File: src/rtl/elx_defs.svh
// Timing counts and limits for the link disable, inactive and detect logic
`ifndef ELX_DEFS_SVH
`define ELX_DEFS_SVH
`define ELX_CLK_NS       10
`define ELX_NS_PER_MS    1000000
`define ELX_QUIET_MS     8'h0C
`define ELX_RXQ_MS       8'h0C
`define ELX_WARM_MS      8'h64
`define ELX_SLACK_MS     8'h02
`define ELX_DIS_LIMIT    2'h3
`define ELX_DIS_ONE      2'h1
`define ELX_DET_LIMIT    4'h8
`define ELX_DET_ONE      4'h1
`define ELX_ZERO2        2'h0
`define ELX_ZERO4        4'h0
`endif

File: src/rtl/elx_pkg.sv
// State type of the link disable, inactive and detect logic
package elx_pkg;
  typedef enum logic [8:0]
  {
    ELX_RXR  = 9'h001,
    ELX_RXA  = 9'h002,
    ELX_RXQ  = 9'h004,
    ELX_POLL = 9'h008,
    ELX_IQ   = 9'h010,
    ELX_IDD  = 9'h020,
    ELX_DIS  = 9'h040,
    ELX_DEF  = 9'h080,
    ELX_ERR  = 9'h100
  } elx_state_t;
endpackage

File: src/rtl/elx_link_training_state_machine.sv
// Link training state machine: disabled, inactive and receiver detect states
`timescale 1ns/1ns
`include "elx_defs.svh"
// Behaviour
// Disabled: no LFPS or SuperSpeed signalling
// Downstream leaves Disabled only when directed
// Hub upstream leaves on VBUS valid/bus reset
// Attempt counter clears: VBUS invalid, config ok
// Attempt counter increments entering Disabled.Default
// Default to detect: VBUS rise, reset below 3
// Attempt count 3 moves Default to Error
// Error returns to detect on power-on reset
// Error ignores bus reset; self-powered VBUS drop
// Inactive exits only by direction, absence, warm
// Quiet: detection off, 12 ms timer
// Quiet exits: disable, warm reset issue/detect
// Disconnect detect: absent to detect, else quiet
// Detect entered at power-on and warm reset
// Non-warm entry leaves reset substate at once
// Downstream drives warm reset full duration
// Upstream holds reset while warm LFPS continues
// Active runs detection, upstream counts events
// Peripheral disabled after eight absent detections
// Termination found moves Active to Polling
// Timers tick free-running, cleared on entry
// Power-on: reset substate, counter zero, no warm
module elx_link_training_state_machine #(
  parameter int unsigned CYC_PER_MS    = `ELX_NS_PER_MS / `ELX_CLK_NS,
  parameter logic [7:0]  WARM_RESET_MS = `ELX_WARM_MS
) (
  // Clock and reset
  input  wire logic                ref_clk,
  input  wire logic                rst_n,
  // Port role straps
  input  wire logic                is_downstream,
  input  wire logic                is_peripheral,
  input  wire logic                self_powered,
  // Power and USB 2.0 events
  input  wire logic                vbus_valid,
  input  wire logic                usb2_bus_reset,
  input  wire logic                cfg_exchange_ok,
  // Controller directives
  input  wire logic                dir_disable,
  input  wire logic                dir_rx_detect,
  input  wire logic                dir_warm_reset,
  input  wire logic                enter_inactive,
  // Link partner signalling
  input  wire logic                warm_reset_lfps_rx,
  input  wire logic                term_det_done,
  input  wire logic                term_det_present,
  // Link controls
  output logic                     ss_signal_en,
  output logic                     rx_term_low_imp,
  output logic                     term_det_en,
  output logic                     warm_reset_tx,
  // Status
  output elx_pkg::elx_state_t      link_state,
  output logic [1:0]               disabled_attempt_count,
  output logic [3:0]               det_event_count
);

  ////////////////////////////////////////////////////////////////////////////
  // Declarations

  elx_pkg::elx_state_t state_q;
  elx_pkg::elx_state_t state_d;
  logic                warm_q;
  logic                warm_d;
  logic                vbus_q;
  logic [1:0]          dis_cnt_q;
  logic [1:0]          dis_cnt_d;
  logic [3:0]          det_cnt_q;
  logic [3:0]          det_cnt_d;
  logic                periph;
  logic                vbus_rise;
  logic                in_dis;
  logic                warm_ev;
  logic                force_dis;
  logic                entering;
  logic                enter_def;
  logic                enter_rxd;
  logic                det_absent;
  logic                det_last;
  logic                ms_tick;
  logic                tmr_exp;
  logic [7:0]          tmr_target;

  // Any of the three disabled states
  function automatic logic is_dis(input elx_pkg::elx_state_t s);
    is_dis = (s == elx_pkg::ELX_DIS) || (s == elx_pkg::ELX_DEF) || (s == elx_pkg::ELX_ERR);
  endfunction

  ////////////////////////////////////////////////////////////////////////////
  // Event decode

  // Role, edges and global overrides
  assign periph     = !is_downstream && is_peripheral;
  assign vbus_rise  = vbus_valid && !vbus_q;
  assign in_dis     = is_dis(state_q);
  assign warm_ev    = !in_dis && (state_q != elx_pkg::ELX_RXR) &&
                      (is_downstream ? dir_warm_reset : warm_reset_lfps_rx);
  assign force_dis  = !in_dis && ((is_downstream && dir_disable) ||
                      (!is_downstream && self_powered && !vbus_valid));
  assign det_absent = term_det_done && !term_det_present;
  assign det_last   = (det_cnt_q + `ELX_DET_ONE) >= `ELX_DET_LIMIT;

  // Substate entry strobes
  assign entering   = (state_d != state_q);
  assign enter_def  = entering && (state_d == elx_pkg::ELX_DEF);
  assign enter_rxd  = entering && (state_d == elx_pkg::ELX_RXR);

  ////////////////////////////////////////////////////////////////////////////
  // Timers

  // Shared tick, timer target chosen by current substate
  assign tmr_target = (state_q == elx_pkg::ELX_IQ)  ? `ELX_QUIET_MS :
                      (state_q == elx_pkg::ELX_RXQ) ? `ELX_RXQ_MS  : WARM_RESET_MS;

  elx_ms_tick #(
    .CYC_PER_MS (CYC_PER_MS)
  ) u_tick (
    .ref_clk (ref_clk),
    .rst_n   (rst_n),
    .ms_tick (ms_tick)
  );

  elx_ms_timer u_timer (
    .ref_clk   (ref_clk),
    .rst_n     (rst_n),
    .clear     (entering),
    .ms_tick   (ms_tick),
    .target_ms (tmr_target),
    .expired   (tmr_exp)
  );

  ////////////////////////////////////////////////////////////////////////////
  // Next state

  // Per-substate exits, then warm reset and forced disable override
  always_comb
  begin
    state_d = state_q;
    case (state_q)
      elx_pkg::ELX_DIS:
      begin
        if (is_downstream ? dir_rx_detect : (vbus_rise || usb2_bus_reset))
          state_d = elx_pkg::ELX_RXR;
      end
      elx_pkg::ELX_DEF:
      begin
        if (vbus_rise)
          state_d = elx_pkg::ELX_RXR;
        else if (dis_cnt_q == `ELX_DIS_LIMIT)
          state_d = elx_pkg::ELX_ERR;
        else if (usb2_bus_reset)
          state_d = elx_pkg::ELX_RXR;
      end
      elx_pkg::ELX_ERR:
      begin
        if (self_powered && !vbus_valid)
          state_d = elx_pkg::ELX_DEF;
      end
      elx_pkg::ELX_IQ:
      begin
        if (tmr_exp)
          state_d = elx_pkg::ELX_IDD;
      end
      elx_pkg::ELX_IDD:
      begin
        if (term_det_done)
          state_d = term_det_present ? elx_pkg::ELX_IQ : elx_pkg::ELX_RXR;
      end
      elx_pkg::ELX_RXR:
      begin
        if (!warm_q)
          state_d = elx_pkg::ELX_RXA;
        else if (is_downstream ? tmr_exp : !warm_reset_lfps_rx)
          state_d = elx_pkg::ELX_RXA;
      end
      elx_pkg::ELX_RXA:
      begin
        if (term_det_done && term_det_present)
          state_d = elx_pkg::ELX_POLL;
        else if (det_absent)
          state_d = (periph && det_last) ? elx_pkg::ELX_DEF : elx_pkg::ELX_RXQ;
      end
      elx_pkg::ELX_RXQ:
      begin
        if (tmr_exp)
          state_d = elx_pkg::ELX_RXA;
      end
      elx_pkg::ELX_POLL:
      begin
        if (enter_inactive)
          state_d = elx_pkg::ELX_IQ;
      end
      default:
      begin
        state_d = elx_pkg::ELX_RXR;
      end
    endcase
    if (warm_ev)
      state_d = elx_pkg::ELX_RXR;
    if (force_dis)
      state_d = periph ? elx_pkg::ELX_DEF : elx_pkg::ELX_DIS;
  end

  // Warm reason held only while in the reset substate
  assign warm_d = (state_d != elx_pkg::ELX_RXR) ? 1'b0 :
                  (state_q == elx_pkg::ELX_RXR) ? warm_q : warm_ev;

  ////////////////////////////////////////////////////////////////////////////
  // Counters

  // Attempt counter: entry increment wins over clear, saturates at limit
  assign dis_cnt_d = (periph && enter_def) ?
                       ((dis_cnt_q == `ELX_DIS_LIMIT) ? dis_cnt_q : dis_cnt_q + `ELX_DIS_ONE) :
                     (!vbus_valid || cfg_exchange_ok) ? `ELX_ZERO2 : dis_cnt_q;

  // Detection events counted by upstream ports across one detect visit
  assign det_cnt_d = enter_rxd ? `ELX_ZERO4 :
                     (!is_downstream && term_det_done && (state_q == elx_pkg::ELX_RXA) &&
                      (det_cnt_q != `ELX_DET_LIMIT)) ? det_cnt_q + `ELX_DET_ONE : det_cnt_q;

  ////////////////////////////////////////////////////////////////////////////
  // State registers

  // Power-on lands in the reset substate without warm reset
  always_ff @(posedge ref_clk or negedge rst_n)
  begin
    if (!rst_n)
    begin
      state_q   <= elx_pkg::ELX_RXR;
      warm_q    <= 1'b0;
      vbus_q    <= 1'b0;
      dis_cnt_q <= `ELX_ZERO2;
      det_cnt_q <= `ELX_ZERO4;
    end
    else
    begin
      state_q   <= state_d;
      warm_q    <= warm_d;
      vbus_q    <= vbus_valid;
      dis_cnt_q <= dis_cnt_d;
      det_cnt_q <= det_cnt_d;
    end
  end

  ////////////////////////////////////////////////////////////////////////////
  // Outputs

  // Link controls decoded from registered state
  assign ss_signal_en           = !in_dis;
  assign rx_term_low_imp        = !in_dis;
  assign term_det_en            = (state_q == elx_pkg::ELX_RXA) || (state_q == elx_pkg::ELX_IDD);
  assign warm_reset_tx          = is_downstream && warm_q && (state_q == elx_pkg::ELX_RXR);
  assign link_state             = state_q;
  assign disabled_attempt_count = dis_cnt_q;
  assign det_event_count        = det_cnt_q;

  // Cycles spent in inactive quiet
  logic [31:0] iq_cyc_q;
  always_ff @(posedge ref_clk or negedge rst_n)
  begin
    if (!rst_n)
      iq_cyc_q <= 32'h0000_0000;
    else
      iq_cyc_q <= (state_q == elx_pkg::ELX_IQ) ? iq_cyc_q + 32'h0000_0001 : 32'h0000_0000;
  end

  // Cycles spent driving warm reset
  logic [31:0] warm_cyc_q;
  always_ff @(posedge ref_clk or negedge rst_n)
  begin
    if (!rst_n)
      warm_cyc_q <= 32'h0000_0000;
    else
      warm_cyc_q <= warm_reset_tx ? warm_cyc_q + 32'h0000_0001 : 32'h0000_0000;
  end
endmodule

File: src/rtl/elx_ms_tick.sv
// Free-running millisecond tick divider
`timescale 1ns/1ns
module elx_ms_tick #(
  parameter int unsigned CYC_PER_MS = 100000
) (
  // Clock and reset
  input  wire logic ref_clk,
  input  wire logic rst_n,
  // Tick out
  output logic      ms_tick
);
  localparam int unsigned CW = $clog2(CYC_PER_MS + 1);

  logic [CW-1:0] cnt_q;
  logic [CW-1:0] cnt_d;
  logic          wrap;

  // Wrap detect and next count
  assign wrap    = (cnt_q == CW'(CYC_PER_MS - 1));
  assign cnt_d   = wrap ? '0 : cnt_q + CW'(1);
  assign ms_tick = wrap;

  // Divider counter
  always_ff @(posedge ref_clk or negedge rst_n)
  begin
    if (!rst_n)
      cnt_q <= '0;
    else
      cnt_q <= cnt_d;
  end
endmodule

File: src/rtl/elx_ms_timer.sv
// Millisecond timer cleared on substate entry
`timescale 1ns/1ns
module elx_ms_timer (
  // Clock and reset
  input  wire logic       ref_clk,
  input  wire logic       rst_n,
  // Control
  input  wire logic       clear,
  input  wire logic       ms_tick,
  input  wire logic [7:0] target_ms,
  // Status
  output logic            expired
);
  logic [8:0] cnt_q;
  logic [8:0] cnt_d;

  // One tick beyond target, so a free-running tick never shortens the wait
  assign expired = (cnt_q > {1'b0, target_ms});
  assign cnt_d   = clear ? 9'h000 :
                   (ms_tick && !cnt_q[8]) ? cnt_q + 9'h001 : cnt_q;

  // Tick counter
  always_ff @(posedge ref_clk or negedge rst_n)
  begin
    if (!rst_n)
      cnt_q <= 9'h000;
    else
      cnt_q <= cnt_d;
  end
endmodule

File: config.mk
export PLATFORM = sky130hd
export DESIGN_NAME = elx_link_training_state_machine
export DESIGN_NICKNAME = d
export VERILOG_FILES = /design/src/rtl/elx_pkg.sv /design/src/rtl/elx_link_training_state_machine.sv /design/src/rtl/elx_ms_tick.sv /design/src/rtl/elx_ms_timer.sv
export VERILOG_INCLUDE_DIRS = /design/src /design/src/rtl
export SDC_FILE = /design/constraint.sdc
export NUM_CORES = 1
export LEC_CHECK = 0
export BUFFER_PORTS_ARGS = -buffer_cell sky130_fd_sc_hd__buf_2
export CAP_MARGIN = 20
export CORE_ASPECT_RATIO = 0.8
export CORE_MARGIN = 2
export CORE_UTILIZATION = 40
export DETAILED_ROUTE_END_ITERATION = 10
export GPL_ROUTABILITY_DRIVEN = 0
export SYNTH_ARGS = -nofsm -noshare
export SYNTH_HDL_FRONTEND = slang
export SYNTH_SLANG_ARGS = --single-unit
File: constraint.sdc
create_clock -name ref_clk -period 3.3 [get_ports ref_clk]
set_clock_uncertainty 0.15 [all_clocks]
set_input_delay 0.165 -clock ref_clk [delete_from_list [all_inputs] [get_ports ref_clk]]
set_output_delay 0.165 -clock ref_clk [all_outputs]
set_load 0.005 [all_outputs]
==> results of run 1 <==
cell families (layout without fill, tap and decap cells):
logic type	count (synthesis)	count (layout)	synth area share
flops	43	43	0.403
mux	4	4	0.0155
fa+ha+maj	9	9	0.0422
compound gates	52	52	0.141
simple gates	145	145	0.284
buf+inv	20	70	0.0328
xor+xnor	25	25	0.0820
critical path: stages (launching register included):
cell and delay, ps:
sky130_fd_sc_hd__dfrtp_1 430, sky130_fd_sc_hd__nor4_4 390, sky130_fd_sc_hd__nand4_1 230, sky130_fd_sc_hd__buf_4 210
sky130_fd_sc_hd__ha_4 260, sky130_fd_sc_hd__nand2_1 40, sky130_fd_sc_hd__or3_1 420, sky130_fd_sc_hd__a311oi_2 290
sky130_fd_sc_hd__a2111o_1 200, sky130_fd_sc_hd__o21ai_1 120, sky130_fd_sc_hd__nor2b_2 200, sky130_fd_sc_hd__nor2_1 70
metrics by stage:
stage | utilization | area, sq um | setup slack [ps]
2_1_floorplan | - | 2670 | 413
3_3_place_gp | 0.466 | 2990 | 247
3_5_place_dp | 0.466 | 2990 | 6.37
4_1_cts | 0.486 | 3120 | 3.13
5_1_grt | 0.497 | 3180 | -62.0
6_report | 0.497 | 3180 | 178
power by group through the flow:
stage	clock [mW]	combinational [mW]	sequential [mW]
finish	0.364	0.459	0.579
global route	0.398	0.506	0.582
CTS	0.377	0.447	0.578
detailed placement	0	0.442	0.589
global placement	0	0.442	0.587
floorplan	0	0.301	0.591
cell usage in the layout, fill, tap and decap left out, types with 2 or more instances in the layout:
cell                            synthesis  layout
sky130_fd_sc_hd__nor2_1                42      42
sky130_fd_sc_hd__dfrtp_1               42      42
sky130_fd_sc_hd__buf_2                  1      33
sky130_fd_sc_hd__nand2_1               28      28
sky130_fd_sc_hd__xor2_1                14      14
sky130_fd_sc_hd__buf_4                  1      13
sky130_fd_sc_hd__inv_1                 12      12
sky130_fd_sc_hd__nand4_1               12      12
sky130_fd_sc_hd__a21oi_1               12      12
sky130_fd_sc_hd__o21ai_0               12      11
sky130_fd_sc_hd__nor3_1                11      11
sky130_fd_sc_hd__nand3_1               11      11
sky130_fd_sc_hd__xnor2_1               11      11
sky130_fd_sc_hd__nand2b_1               8       8
sky130_fd_sc_hd__nor2b_1                9       8
sky130_fd_sc_hd__ha_1                   9       8
sky130_fd_sc_hd__clkbuf_8               0       6
sky130_fd_sc_hd__nor4_1                 4       4
sky130_fd_sc_hd__nor3b_1                3       3
sky130_fd_sc_hd__or2_2                  3       3
sky130_fd_sc_hd__mux2i_1                3       3
sky130_fd_sc_hd__dlygate4sd3_1          0       3
sky130_fd_sc_hd__o21ai_2                2       2
sky130_fd_sc_hd__or4b_1                 2       2
sky130_fd_sc_hd__or3_1                  2       2
sky130_fd_sc_hd__o21ai_1                1       2
sky130_fd_sc_hd__and4_1                 2       2
sky130_fd_sc_hd__o211ai_1               2       2
sky130_fd_sc_hd__a31o_1                 2       2
what timing repair did:
item                                    CTS  global route
hold buffers                              3             0
endpoints found under the hold margin    44             0
resized for setup                         0             7
setup buffers                             0             1
endpoints found under the setup margin    0            15
worst max path at each step:
| stage | cells past startpoint | slack (ps) | to | start |
|---|---|---|---|---|
| after floorplan | 11 | 410 | det_event_count[0] | link_state[1] |
| after global placement | 11 | 250 | det_event_count[1] | link_state[1] |
| after detailed placement | 11 | 6 | det_event_count[3] | link_state[1] |
| after CTS | 11 | 3 | det_event_count[3] | link_state[1] |
| after global routing | 11 | -60 | disabled_attempt_count[0] | link_state[1] |
| final | 11 | 180 | det_event_count[0] | link_state[1] |
layer usage:
metal / share of wire / global-route usage / vias up
met3: 0.070 / 0.0354 / 7
met4: 0.013 / 0.0609 / 0
met2: 0.40 / 0.241 / 66
li1: - / - / 1160
met1: 0.51 / 0.305 / 1107
met5: 0 / 0 / -
registers in the layout (all words and copies together) (netlist names):
name / cells
det_event_count: 4
disabled_attempt_count: 2
link_state: 9
u_tick.cnt_q: 17
u_timer.cnt_q: 9
vbus_q: 1
warm_q: 1
layout make-up:
class / instances / area, sq um / share of cell area
inverters: 12 / 45.0 / 0.0141
clock inverters: 2 / 16.3 / 0.00511
clock buffers: 6 / 82.6 / 0.0259
flip-flops and latches: 43 / 1080 / 0.338
repair buffers: 50 / 320 / 0.101
well taps: 84 / 105 / 0.0330
multi-input cells: 235 / 1540 / 0.483
==> impl_results.rst, run 1 <==
.. list-table::
   :header-rows: 1

   * - Metric
     - Value
   * - Number of storage elements in the synthesis netlist
     - 43
   * - Buffers added on ports
     - 33
   * - Logic pwr share
     - 0.327
   * - Depth of the worst register-to-register path
     - 11
   * - Register area share after synthesis
     - 0.403
   * - Warning count from the yosys run
     - 0
   * - Synthesized Nets
     - between 300 and 400
   * - Initial standard-cell utilization of the core
     - 0.417
   * - Summed instance area of the synthesized netlist
     - approximately 2700 sq um
   * - Proportion of layout cells with a drive suffix above 1
     - 0.213
   * - Worst slew pin tran
     - 604 ps
   * - Largest net degree at the start of global routing
     - 44
   * - Clock share of power
     - 0.260
   * - NumNets Final
     - between 300 and 400
   * - Peak fanout along the critical path
     - 6
   * - Sum of overflow across all layers after global routing
     - 0
   * - Max Freq
     - between 0.3 and 0.4 GHz
   * - Placeable core area
     - approximately 6400 sq um
   * - R2R Path End
     - det_event_count[0]
   * - Design Power
     - roughly 1.4 mW
   * - Kind of critical path
     - reg2reg
   * - Top cells by instance count after synthesis
     - sky130_fd_sc_hd__dfrtp_1, sky130_fd_sc_hd__nor2_1, sky130_fd_sc_hd__nand2_1
   * - Number of antenna violations at the first check in global routing
     - 0
   * - Ratio of routed vias to standard cells
     - 5.42
   * - Count of cells along the worst hold path
     - 3
   * - Number of library cell types mapped by synthesis
     - 59
   * - Clock transition at the register clock pins on the worst setup and hold paths after CTS
     - roughly 90 ps
   * - Hold Path Sink
     - link_state[4]
   * - Critical register-to-register path startpoint
     - link_state[1]
   * - Area growth syn-to-layout
     - 19.3%
   * - Setup repair after global routing missed its margin
     - true
   * - Kind of start point of the critical path
     - register
   * - P_sw
     - 0.504 mW
   * - CP endpoint kind
     - register
   * - Global-route usage over all layers
     - 0.187
   * - Number of antenna cells inserted
     - 0
   * - Cell count after placement
     - ~420
   * - HPWL reported at the end of detailed placement
     - about 4700 um
   * - Top-Level Pins
     - 34
   * - Top-area cell type share of the netlist area
     - 0.394
   * - Sw Share
     - 0.360
   * - Crit share post-route
     - 0.946
   * - Starting DRT DRC Count
     - 98
   * - Leakage power
     - 1.40 nW
   * - DRC viols
     - 0
   * - Dominant cells by area after synthesis
     - sky130_fd_sc_hd__dfrtp_1, sky130_fd_sc_hd__nor2_1, sky130_fd_sc_hd__xor2_1, sky130_fd_sc_hd__ha_1, sky130_fd_sc_hd__nand2_1
   * - Post-synthesis area per instance
     - about 9 sq um
   * - Most common flop cell mapped by yosys
     - sky130_fd_sc_hd__dfrtp_1
   * - Number of nets with antenna violations after detailed routing
     - 0
   * - Worst hold margin
     - 42.7 ps
   * - Number of buffers created by CTS
     - 5
   * - Synthesized instance count
     - ~300
   * - Final cell count without fillers
     - ~430
   * - Clock latency on the worst-skew pair
     - ~300 ps
   * - Pre-antenna DRT Iters
     - 4
   * - Routed WL per cell
     - 14.8 um
   * - Horizontal die dimension
     - ~95 um
   * - Pwr Density
     - around 440 nW/um^2
   * - Worst hold path type
     - in2reg
   * - Total of max-cap violations
     - 0
   * - Launch instance of the worst min-delay path
     - enter_inactive
   * - Maximum count of clock buffers along a single path
     - 2
   * - Final count of negative-setup-slack endpoints
     - 0
   * - VDD IR max
     - 0.172 mV
   * - FF-to-FF setup slack
     - around 180 ps
   * - Cell-internal power
     - between 0.8 and 0.9 mW
   * - Detailed-route wire length
     - ~6400 um
   * - Max Transition Viols Final
     - 0
   * - Post-synth ARST share
     - 1.00
   * - Area of the die
     - between 7000 and 8000 sq um
   * - Fill cell total of the finished layout
     - 643
   * - Setup_tns
     - 0 ps
   * - Post-synth EDFFs
     - 0
   * - Sequential group share of total power
     - 0.413
   * - Global-route wire length before repair
     - 10,800 um
   * - FP Rows
     - 26
   * - Status
     - finished clean
   * - Clock tree from TritonCTS
     - yes
   * - Final Hold Viols
     - 0
   * - Cell type with the highest aggregate area in the netlist
     - sky130_fd_sc_hd__dfrtp_1
   * - CP Data Arrival Time
     - 3160 ps
   * - Normalized max-slew margin
     - 0.594
   * - Minimum clock period after layout
     - around 3100 ps
   * - Required @ worst endpoint
     - about 3300 ps
   * - Number of levels in the clock H-tree
     - 2
   * - Clk sinks
     - 43
   * - Die Y-Extent
     - roughly 77 um
   * - Root buffer selected by CTS
     - sky130_fd_sc_hd__clkbuf_8
   * - Total vias in the final route
     - 2,340
   * - Vias in the first global route
     - 2,170
(Power assumes the default switching activity.)
==> run 2: changes to the inputs <==
Settings changed: CELL_PAD_IN_SITES_DETAIL_PLACEMENT set to 0, CELL_PAD_IN_SITES_GLOBAL_PLACEMENT set to 1, PLACE_DENSITY_LB_ADDON set to 0.1, RECOVER_POWER set to 25.
==> impl_results.rst, run 2 (synthesis gave the netlist of run 1 again) <==
.. list-table::
   :header-rows: 1

   * - Metric
     - Value
   * - Die Y-Extent
     - 77.1 um
   * - Root buffer selected by CTS
     - sky130_fd_sc_hd__clkbuf_8
   * - WP buf/inv
     - 1
   * - Fill cell total of the finished layout
     - between 600 and 700
   * - Family with the most delay on the worst path
     - compound AO/OA/AOI/OAI gates
   * - Max FFs per register
     - 17
   * - Largest reg by FF count
     - u_tick.cnt_q
   * - Worst slew pin tran
     - between 900 and 1000 ps
   * - Starting DRT DRC Count
     - 112
   * - Routed WL per cell
     - ~15 um
   * - Global-route usage over all layers
     - 0.189
   * - Max Transition Viols Final
     - 0
   * - Area of the die
     - about 7300 sq um
   * - Sum of overflow across all layers after global routing
     - 0
   * - Minimum clock period after layout
     - roughly 3000 ps
   * - Number of antenna violations at the first check in global routing
     - 0
   * - NumNets Final
     - ~370
   * - Global-route wire length before repair
     - 10,800 um
   * - Placeable core area
     - about 6400 sq um
   * - Final count of negative-setup-slack endpoints
     - 0
   * - Vias in the first global route
     - 2,131
   * - Critical register-to-register path startpoint
     - link_state[2]
   * - Worst hold path type
     - in2reg
   * - Most frequent cells in the layout
     - sky130_fd_sc_hd__nor2_1, sky130_fd_sc_hd__dfrtp_1, sky130_fd_sc_hd__buf_2
   * - Pwr Density
     - approximately 460 nW/um^2
   * - Setup slack after layout
     - 355 ps
   * - Peak fanout along the critical path
     - 8
   * - CP Data Arrival Time
     - 2980 ps
   * - Status
     - finished clean
   * - Number of nets with antenna violations after detailed routing
     - 0
   * - VDD IR max
     - 0.195 mV
   * - Setup repair after global routing missed its margin
     - false
   * - Clk sinks
     - 43
   * - Crit share post-route
     - 0.892
   * - Setup_tns
     - 0 ps
   * - Number of buffers created by CTS
     - 5
   * - Total vias in the final route
     - between 2k and 2.5k
   * - Clock tree from TritonCTS
     - yes
   * - Leakage power
     - ~1.3 nW
   * - Final Hold Viols
     - 0
   * - Slowest cell on crit path
     - sky130_fd_sc_hd__dfrtp_2
   * - Ratio of routed vias to standard cells
     - about 5.4
   * - Max Freq
     - 0.340 GHz
   * - Most prevalent standard cell on the critical path
     - sky130_fd_sc_hd__o21ai_1
   * - Minimum setup slack after placement
     - approximately 170 ps
   * - Normalized max-slew margin
     - 0.342
   * - Clock latency on the worst-skew pair
     - 290 ps
   * - Source of the critical timing path
     - link_state[2]
   * - Required @ worst endpoint
     - around 3300 ps
   * - Crit path cell chain
     - xor2_1 -> nand4_1 -> inv_1 -> ha_1 -> a2111oi_0 -> o21ai_1 -> a311oi_2 -> a2111o_1 -> o21ai_1 -> nor2b_2 -> nor2_1
   * - FP Rows
     - 26
   * - Detailed-route wire length
     - ~6400 um
   * - Kind of start point of the critical path
     - register
   * - Buffers added on ports
     - 33
   * - Critical path's largest stage delay
     - between 400 and 500 ps
   * - Worst hold margin
     - about 4 ps
   * - Launch instance of the worst min-delay path
     - cfg_exchange_ok
   * - Pre-antenna DRT Iters
     - 4
   * - Maximum count of clock buffers along a single path
     - 2
   * - Kind of critical path
     - reg2reg
   * - Number of antenna cells inserted
     - 0
   * - Total of max-cap violations
     - 0
   * - Clock transition at the register clock pins on the worst setup and hold paths after CTS
     - about 80 ps
   * - Area growth syn-to-layout
     - 15.9%
   * - HPWL reported at the end of detailed placement
     - about 5000 um
   * - Proportion of layout cells with a drive suffix above 1
     - 0.174
   * - Horizontal die dimension
     - 95.3 um
   * - Largest net degree at the start of global routing
     - 44
   * - Number of levels in the clock H-tree
     - 2
   * - Most common cell after layout, fill and taps aside
     - sky130_fd_sc_hd__nor2_1
   * - Top-Level Pins
     - 34
   * - DRC viols
     - 0
   * - CP endpoint kind
     - register
   * - Initial standard-cell utilization of the core
     - 0.417
-- run 2: report_power, final --
group,total [mW],switching (mW),internal [mW]
registers,0.576,0.0216,0.554
clock network,0.402,0.180,0.222
logic,0.460,0.291,0.169
total,1.44,0.492,0.946
-- run 2: timing repair --
| action | in CTS | in global routing |
|---|---|---|
| buffers inserted | 0 | 0 |
| hold buffers | 2 | 0 |
| gates resized for setup | 0 | 4 |
| endpoints found under the setup margin | 0 | 7 |
| endpoints found under the hold margin | 43 | 0 |
-- run 2: path summary, 6_finish.rpt --
check / cells after the start / slack (ps) / endpoint
max: 11 / 360 / det_event_count[1]
min: 4 / 4 / disabled_attempt_count[1]
max reg2reg: 11 / 360 / det_event_count[1]
min reg2reg: 1 / 340 / u_tick.cnt_q[0]
max in group asynchronous: 2 / 1920 / link_state[2]
min in group asynchronous: 2 / 420 / u_tick.cnt_q[12]
-- run 2: metrics by stage --
stage	util	instance area, sq um	total power, mW	instances
6_report	0.483	3100	1.44	428
5_1_grt	0.483	3100	1.52	428
4_1_cts	0.485	3110	1.45	428
3_5_place_dp	0.466	2990	1.04	419
3_3_place_gp	0.466	2990	1.05	419
2_1_floorplan	-	2670	0.892	298
-- run 2: worst min-delay path, stage by stage --
cell and delay, ps:
sky130_fd_sc_hd__buf_2 80, sky130_fd_sc_hd__nor2b_1 40, sky130_fd_sc_hd__nand2_1 60, sky130_fd_sc_hd__mux2i_1 60
-- run 2: layout make-up --
cell class	instances	area (sq um)	area share
flip-flops and latches	43	1080	0.348
multi-input cells	235	1510	0.489
repair buffers	47	250	0.0808
clock inverters	1	30.0	0.00970
inverters	12	45.0	0.0146
clock buffers	6	72.6	0.0234
well taps	84	105	0.0340
-- run 2: routing by layer --
metal  share of wire  GRT usage  wire, um  up-vias
met5               0          0         0        -
met4           0.014     0.0522        89        0
met3           0.049     0.0383       311       10
met2            0.39      0.242      2530       51
met1            0.54      0.312      3480     1106
li1                -          -         -     1161
==> run 3: changes to the inputs <==
Settings changed: GPL_TIMING_DRIVEN set to 0.
==> impl_results.rst, run 3 (synthesis gave the netlist of run 1 again) <==
.. list-table::
   :header-rows: 1

   * - Metric
     - Value
   * - Source of the critical timing path
     - link_state[1]
   * - Max Transition Viols Final
     - 0
   * - Sum of overflow across all layers after global routing
     - 0
   * - Clock transition at the register clock pins on the worst setup and hold paths after CTS
     - roughly 90 ps
   * - Total vias in the final route
     - roughly 2.3k
   * - Number of antenna violations at the first check in global routing
     - 0
   * - Setup slack after layout
     - 247 ps
   * - HPWL reported at the end of detailed placement
     - ~4700 um
   * - Most common cell after layout, fill and taps aside
     - sky130_fd_sc_hd__nor2_1
   * - Area of the die
     - between 7000 and 8000 sq um
   * - Global-route usage over all layers
     - 0.183
   * - Max FFs per register
     - 17
   * - Crit share post-route
     - 0.925
   * - Fill cell total of the finished layout
     - 628
   * - FP Rows
     - 26
   * - Vias in the first global route
     - approximately 2.1k
   * - Global-route wire length before repair
     - ~11,000 um
   * - Area growth syn-to-layout
     - 17.6%
   * - Largest reg by FF count
     - u_tick.cnt_q
   * - Pre-antenna DRT Iters
     - 4
   * - FF-to-FF setup slack
     - approximately 250 ps
   * - Number of buffers created by CTS
     - 5
   * - Launch instance of the worst min-delay path
     - cfg_exchange_ok
   * - Clk sinks
     - 43
   * - Buffers added on ports
     - 33
   * - Setup repair after global routing missed its margin
     - false
   * - Minimum clock period after layout
     - around 3000 ps
   * - NumNets Final
     - around 370
   * - Placeable core area
     - approximately 6400 sq um
   * - Kind of start point of the critical path
     - register
   * - Top-Level Pins
     - 34
   * - Root buffer selected by CTS
     - sky130_fd_sc_hd__clkbuf_8
   * - Peak fanout along the critical path
     - 5
   * - Proportion of layout cells with a drive suffix above 1
     - 0.202
   * - Depth of the worst register-to-register path
     - 10
   * - Most frequent cells in the layout
     - sky130_fd_sc_hd__nor2_1, sky130_fd_sc_hd__dfrtp_1, sky130_fd_sc_hd__buf_2
   * - R2R Path End
     - disabled_attempt_count[0]
   * - Normalized max-slew margin
     - 0.323
   * - Final Hold Viols
     - 0
   * - Setup_tns
     - 0 ps
   * - Final count of negative-setup-slack endpoints
     - 0
   * - Clock tree from TritonCTS
     - yes
   * - Status
     - finished clean
   * - Worst hold margin
     - ~2.6 ps
   * - Required @ worst endpoint
     - 3360 ps
   * - VDD IR max
     - between 0.15 and 0.2 mV
   * - Final core utilization
     - 0.490
   * - Number of nets with antenna violations after detailed routing
     - 0
   * - Initial standard-cell utilization of the core
     - 0.417
   * - Leakage power
     - between 1 and 1.5 nW
   * - Minimum setup slack after placement
     - -254 ps
   * - CP Data Arrival Time
     - 3120 ps
   * - Largest net degree at the start of global routing
     - between 40 and 50
   * - Post-place instance area
     - 2940 sq um
   * - Kind of critical path
     - reg2reg
   * - Worst hold path type
     - in2reg
   * - DRC viols
     - 0
   * - Ratio of routed vias to standard cells
     - 5.31
   * - Detailed-route wire length
     - 6300 um
   * - Horizontal die dimension
     - ~95 um
   * - Final std cell area, no fill
     - 3140 sq um
   * - Clock latency on the worst-skew pair
     - approximately 290 ps
   * - Number of antenna cells inserted
     - 0
   * - Area of combinational cells with multiple inputs
     - roughly 1500 sq um
   * - Routed WL per cell
     - 14.8 um
   * - Total of max-cap violations
     - 0
   * - Starting DRT DRC Count
     - 112
   * - Number of levels in the clock H-tree
     - 2
   * - CP endpoint kind
     - register
   * - Worst slew pin tran
     - between 1000 and 1500 ps
   * - Maximum count of clock buffers along a single path
     - 2
   * - Capturing instance or port of the critical path
     - disabled_attempt_count[0]
   * - Die Y-Extent
     - about 77 um
   * - Pwr Density
     - about 480 nW/um^2
   * - Critical register-to-register path startpoint
     - link_state[1]
   * - Register cell area after layout
     - 1080 sq um
   * - Max Freq
     - approximately 0.33 GHz
==> run 3: cell types whose count changed in the layout (fill, tap and decap cells not counted), sizes merged <==
cell    before  now
clkbuf      14    9
buf         37   39
inv         12   13
==> run 3: worst min-delay path by stage <==
stage,to,slack (ps),cells after the start
floorplan,det_event_count[0],-280,0
global placement,vbus_q,170,1
detailed placement,vbus_q,180,1
CTS,disabled_attempt_count[1],3,4
global route,disabled_attempt_count[1],10,4
finish,disabled_attempt_count[1],3,4
==> run 3: layer usage <==
metal  up-vias  GRT usage  share of wire
li1       1150          -              -
met1      1071      0.300           0.55
met2        41      0.249           0.41
met3         2     0.0334          0.035
met4         0     0.0304         0.0046
met5         -          0              0
==> run 3: timing repair <==
action,in CTS,in global routing
buffers inserted,1,3
hold endpoints to repair,43,0
hold buffers,2,0
gates resized for setup,2,8
pin swaps,2,3
endpoints found under the setup margin,6,9
==> run 3: layout make-up <==
class	count	area share
timing repair buffer	40	0.0741
tap	84	0.0335
clock inverter	2	0.0124
multi-input combinational	235	0.486
inverter	12	0.0143
clock buffer	6	0.0263
buffer	4	0.00877
sequential	43	0.344
==> run 3: where the power goes <==
group	switching (mW)	internal (mW)	total, mW
Clock	0.186	0.249	0.435
Sequential	0.0425	0.555	0.598
Combinational	0.280	0.195	0.474
Total	0.508	0.999	1.51
==> run 3: stage by stage <==
stage	std cells	total power, mW
after detailed placement	415	1.03
after floorplan	298	0.892
after CTS	425	1.49
after global placement	415	1.03
final	426	1.51
after global routing	426	1.60
==> run 3: critical path, stage by stage, from the launching register on <==
cell and delay [ps]:
sky130_fd_sc_hd__dfrtp_2 460, sky130_fd_sc_hd__nor4_4 310, sky130_fd_sc_hd__nand4_1 220, sky130_fd_sc_hd__ha_1 360, sky130_fd_sc_hd__a211oi_1 70, sky130_fd_sc_hd__o21ai_1 180, sky130_fd_sc_hd__a311oi_2 140, sky130_fd_sc_hd__a2111o_1 450
sky130_fd_sc_hd__o31ai_4 300, sky130_fd_sc_hd__nand3_2 120, sky130_fd_sc_hd__o211ai_1 200
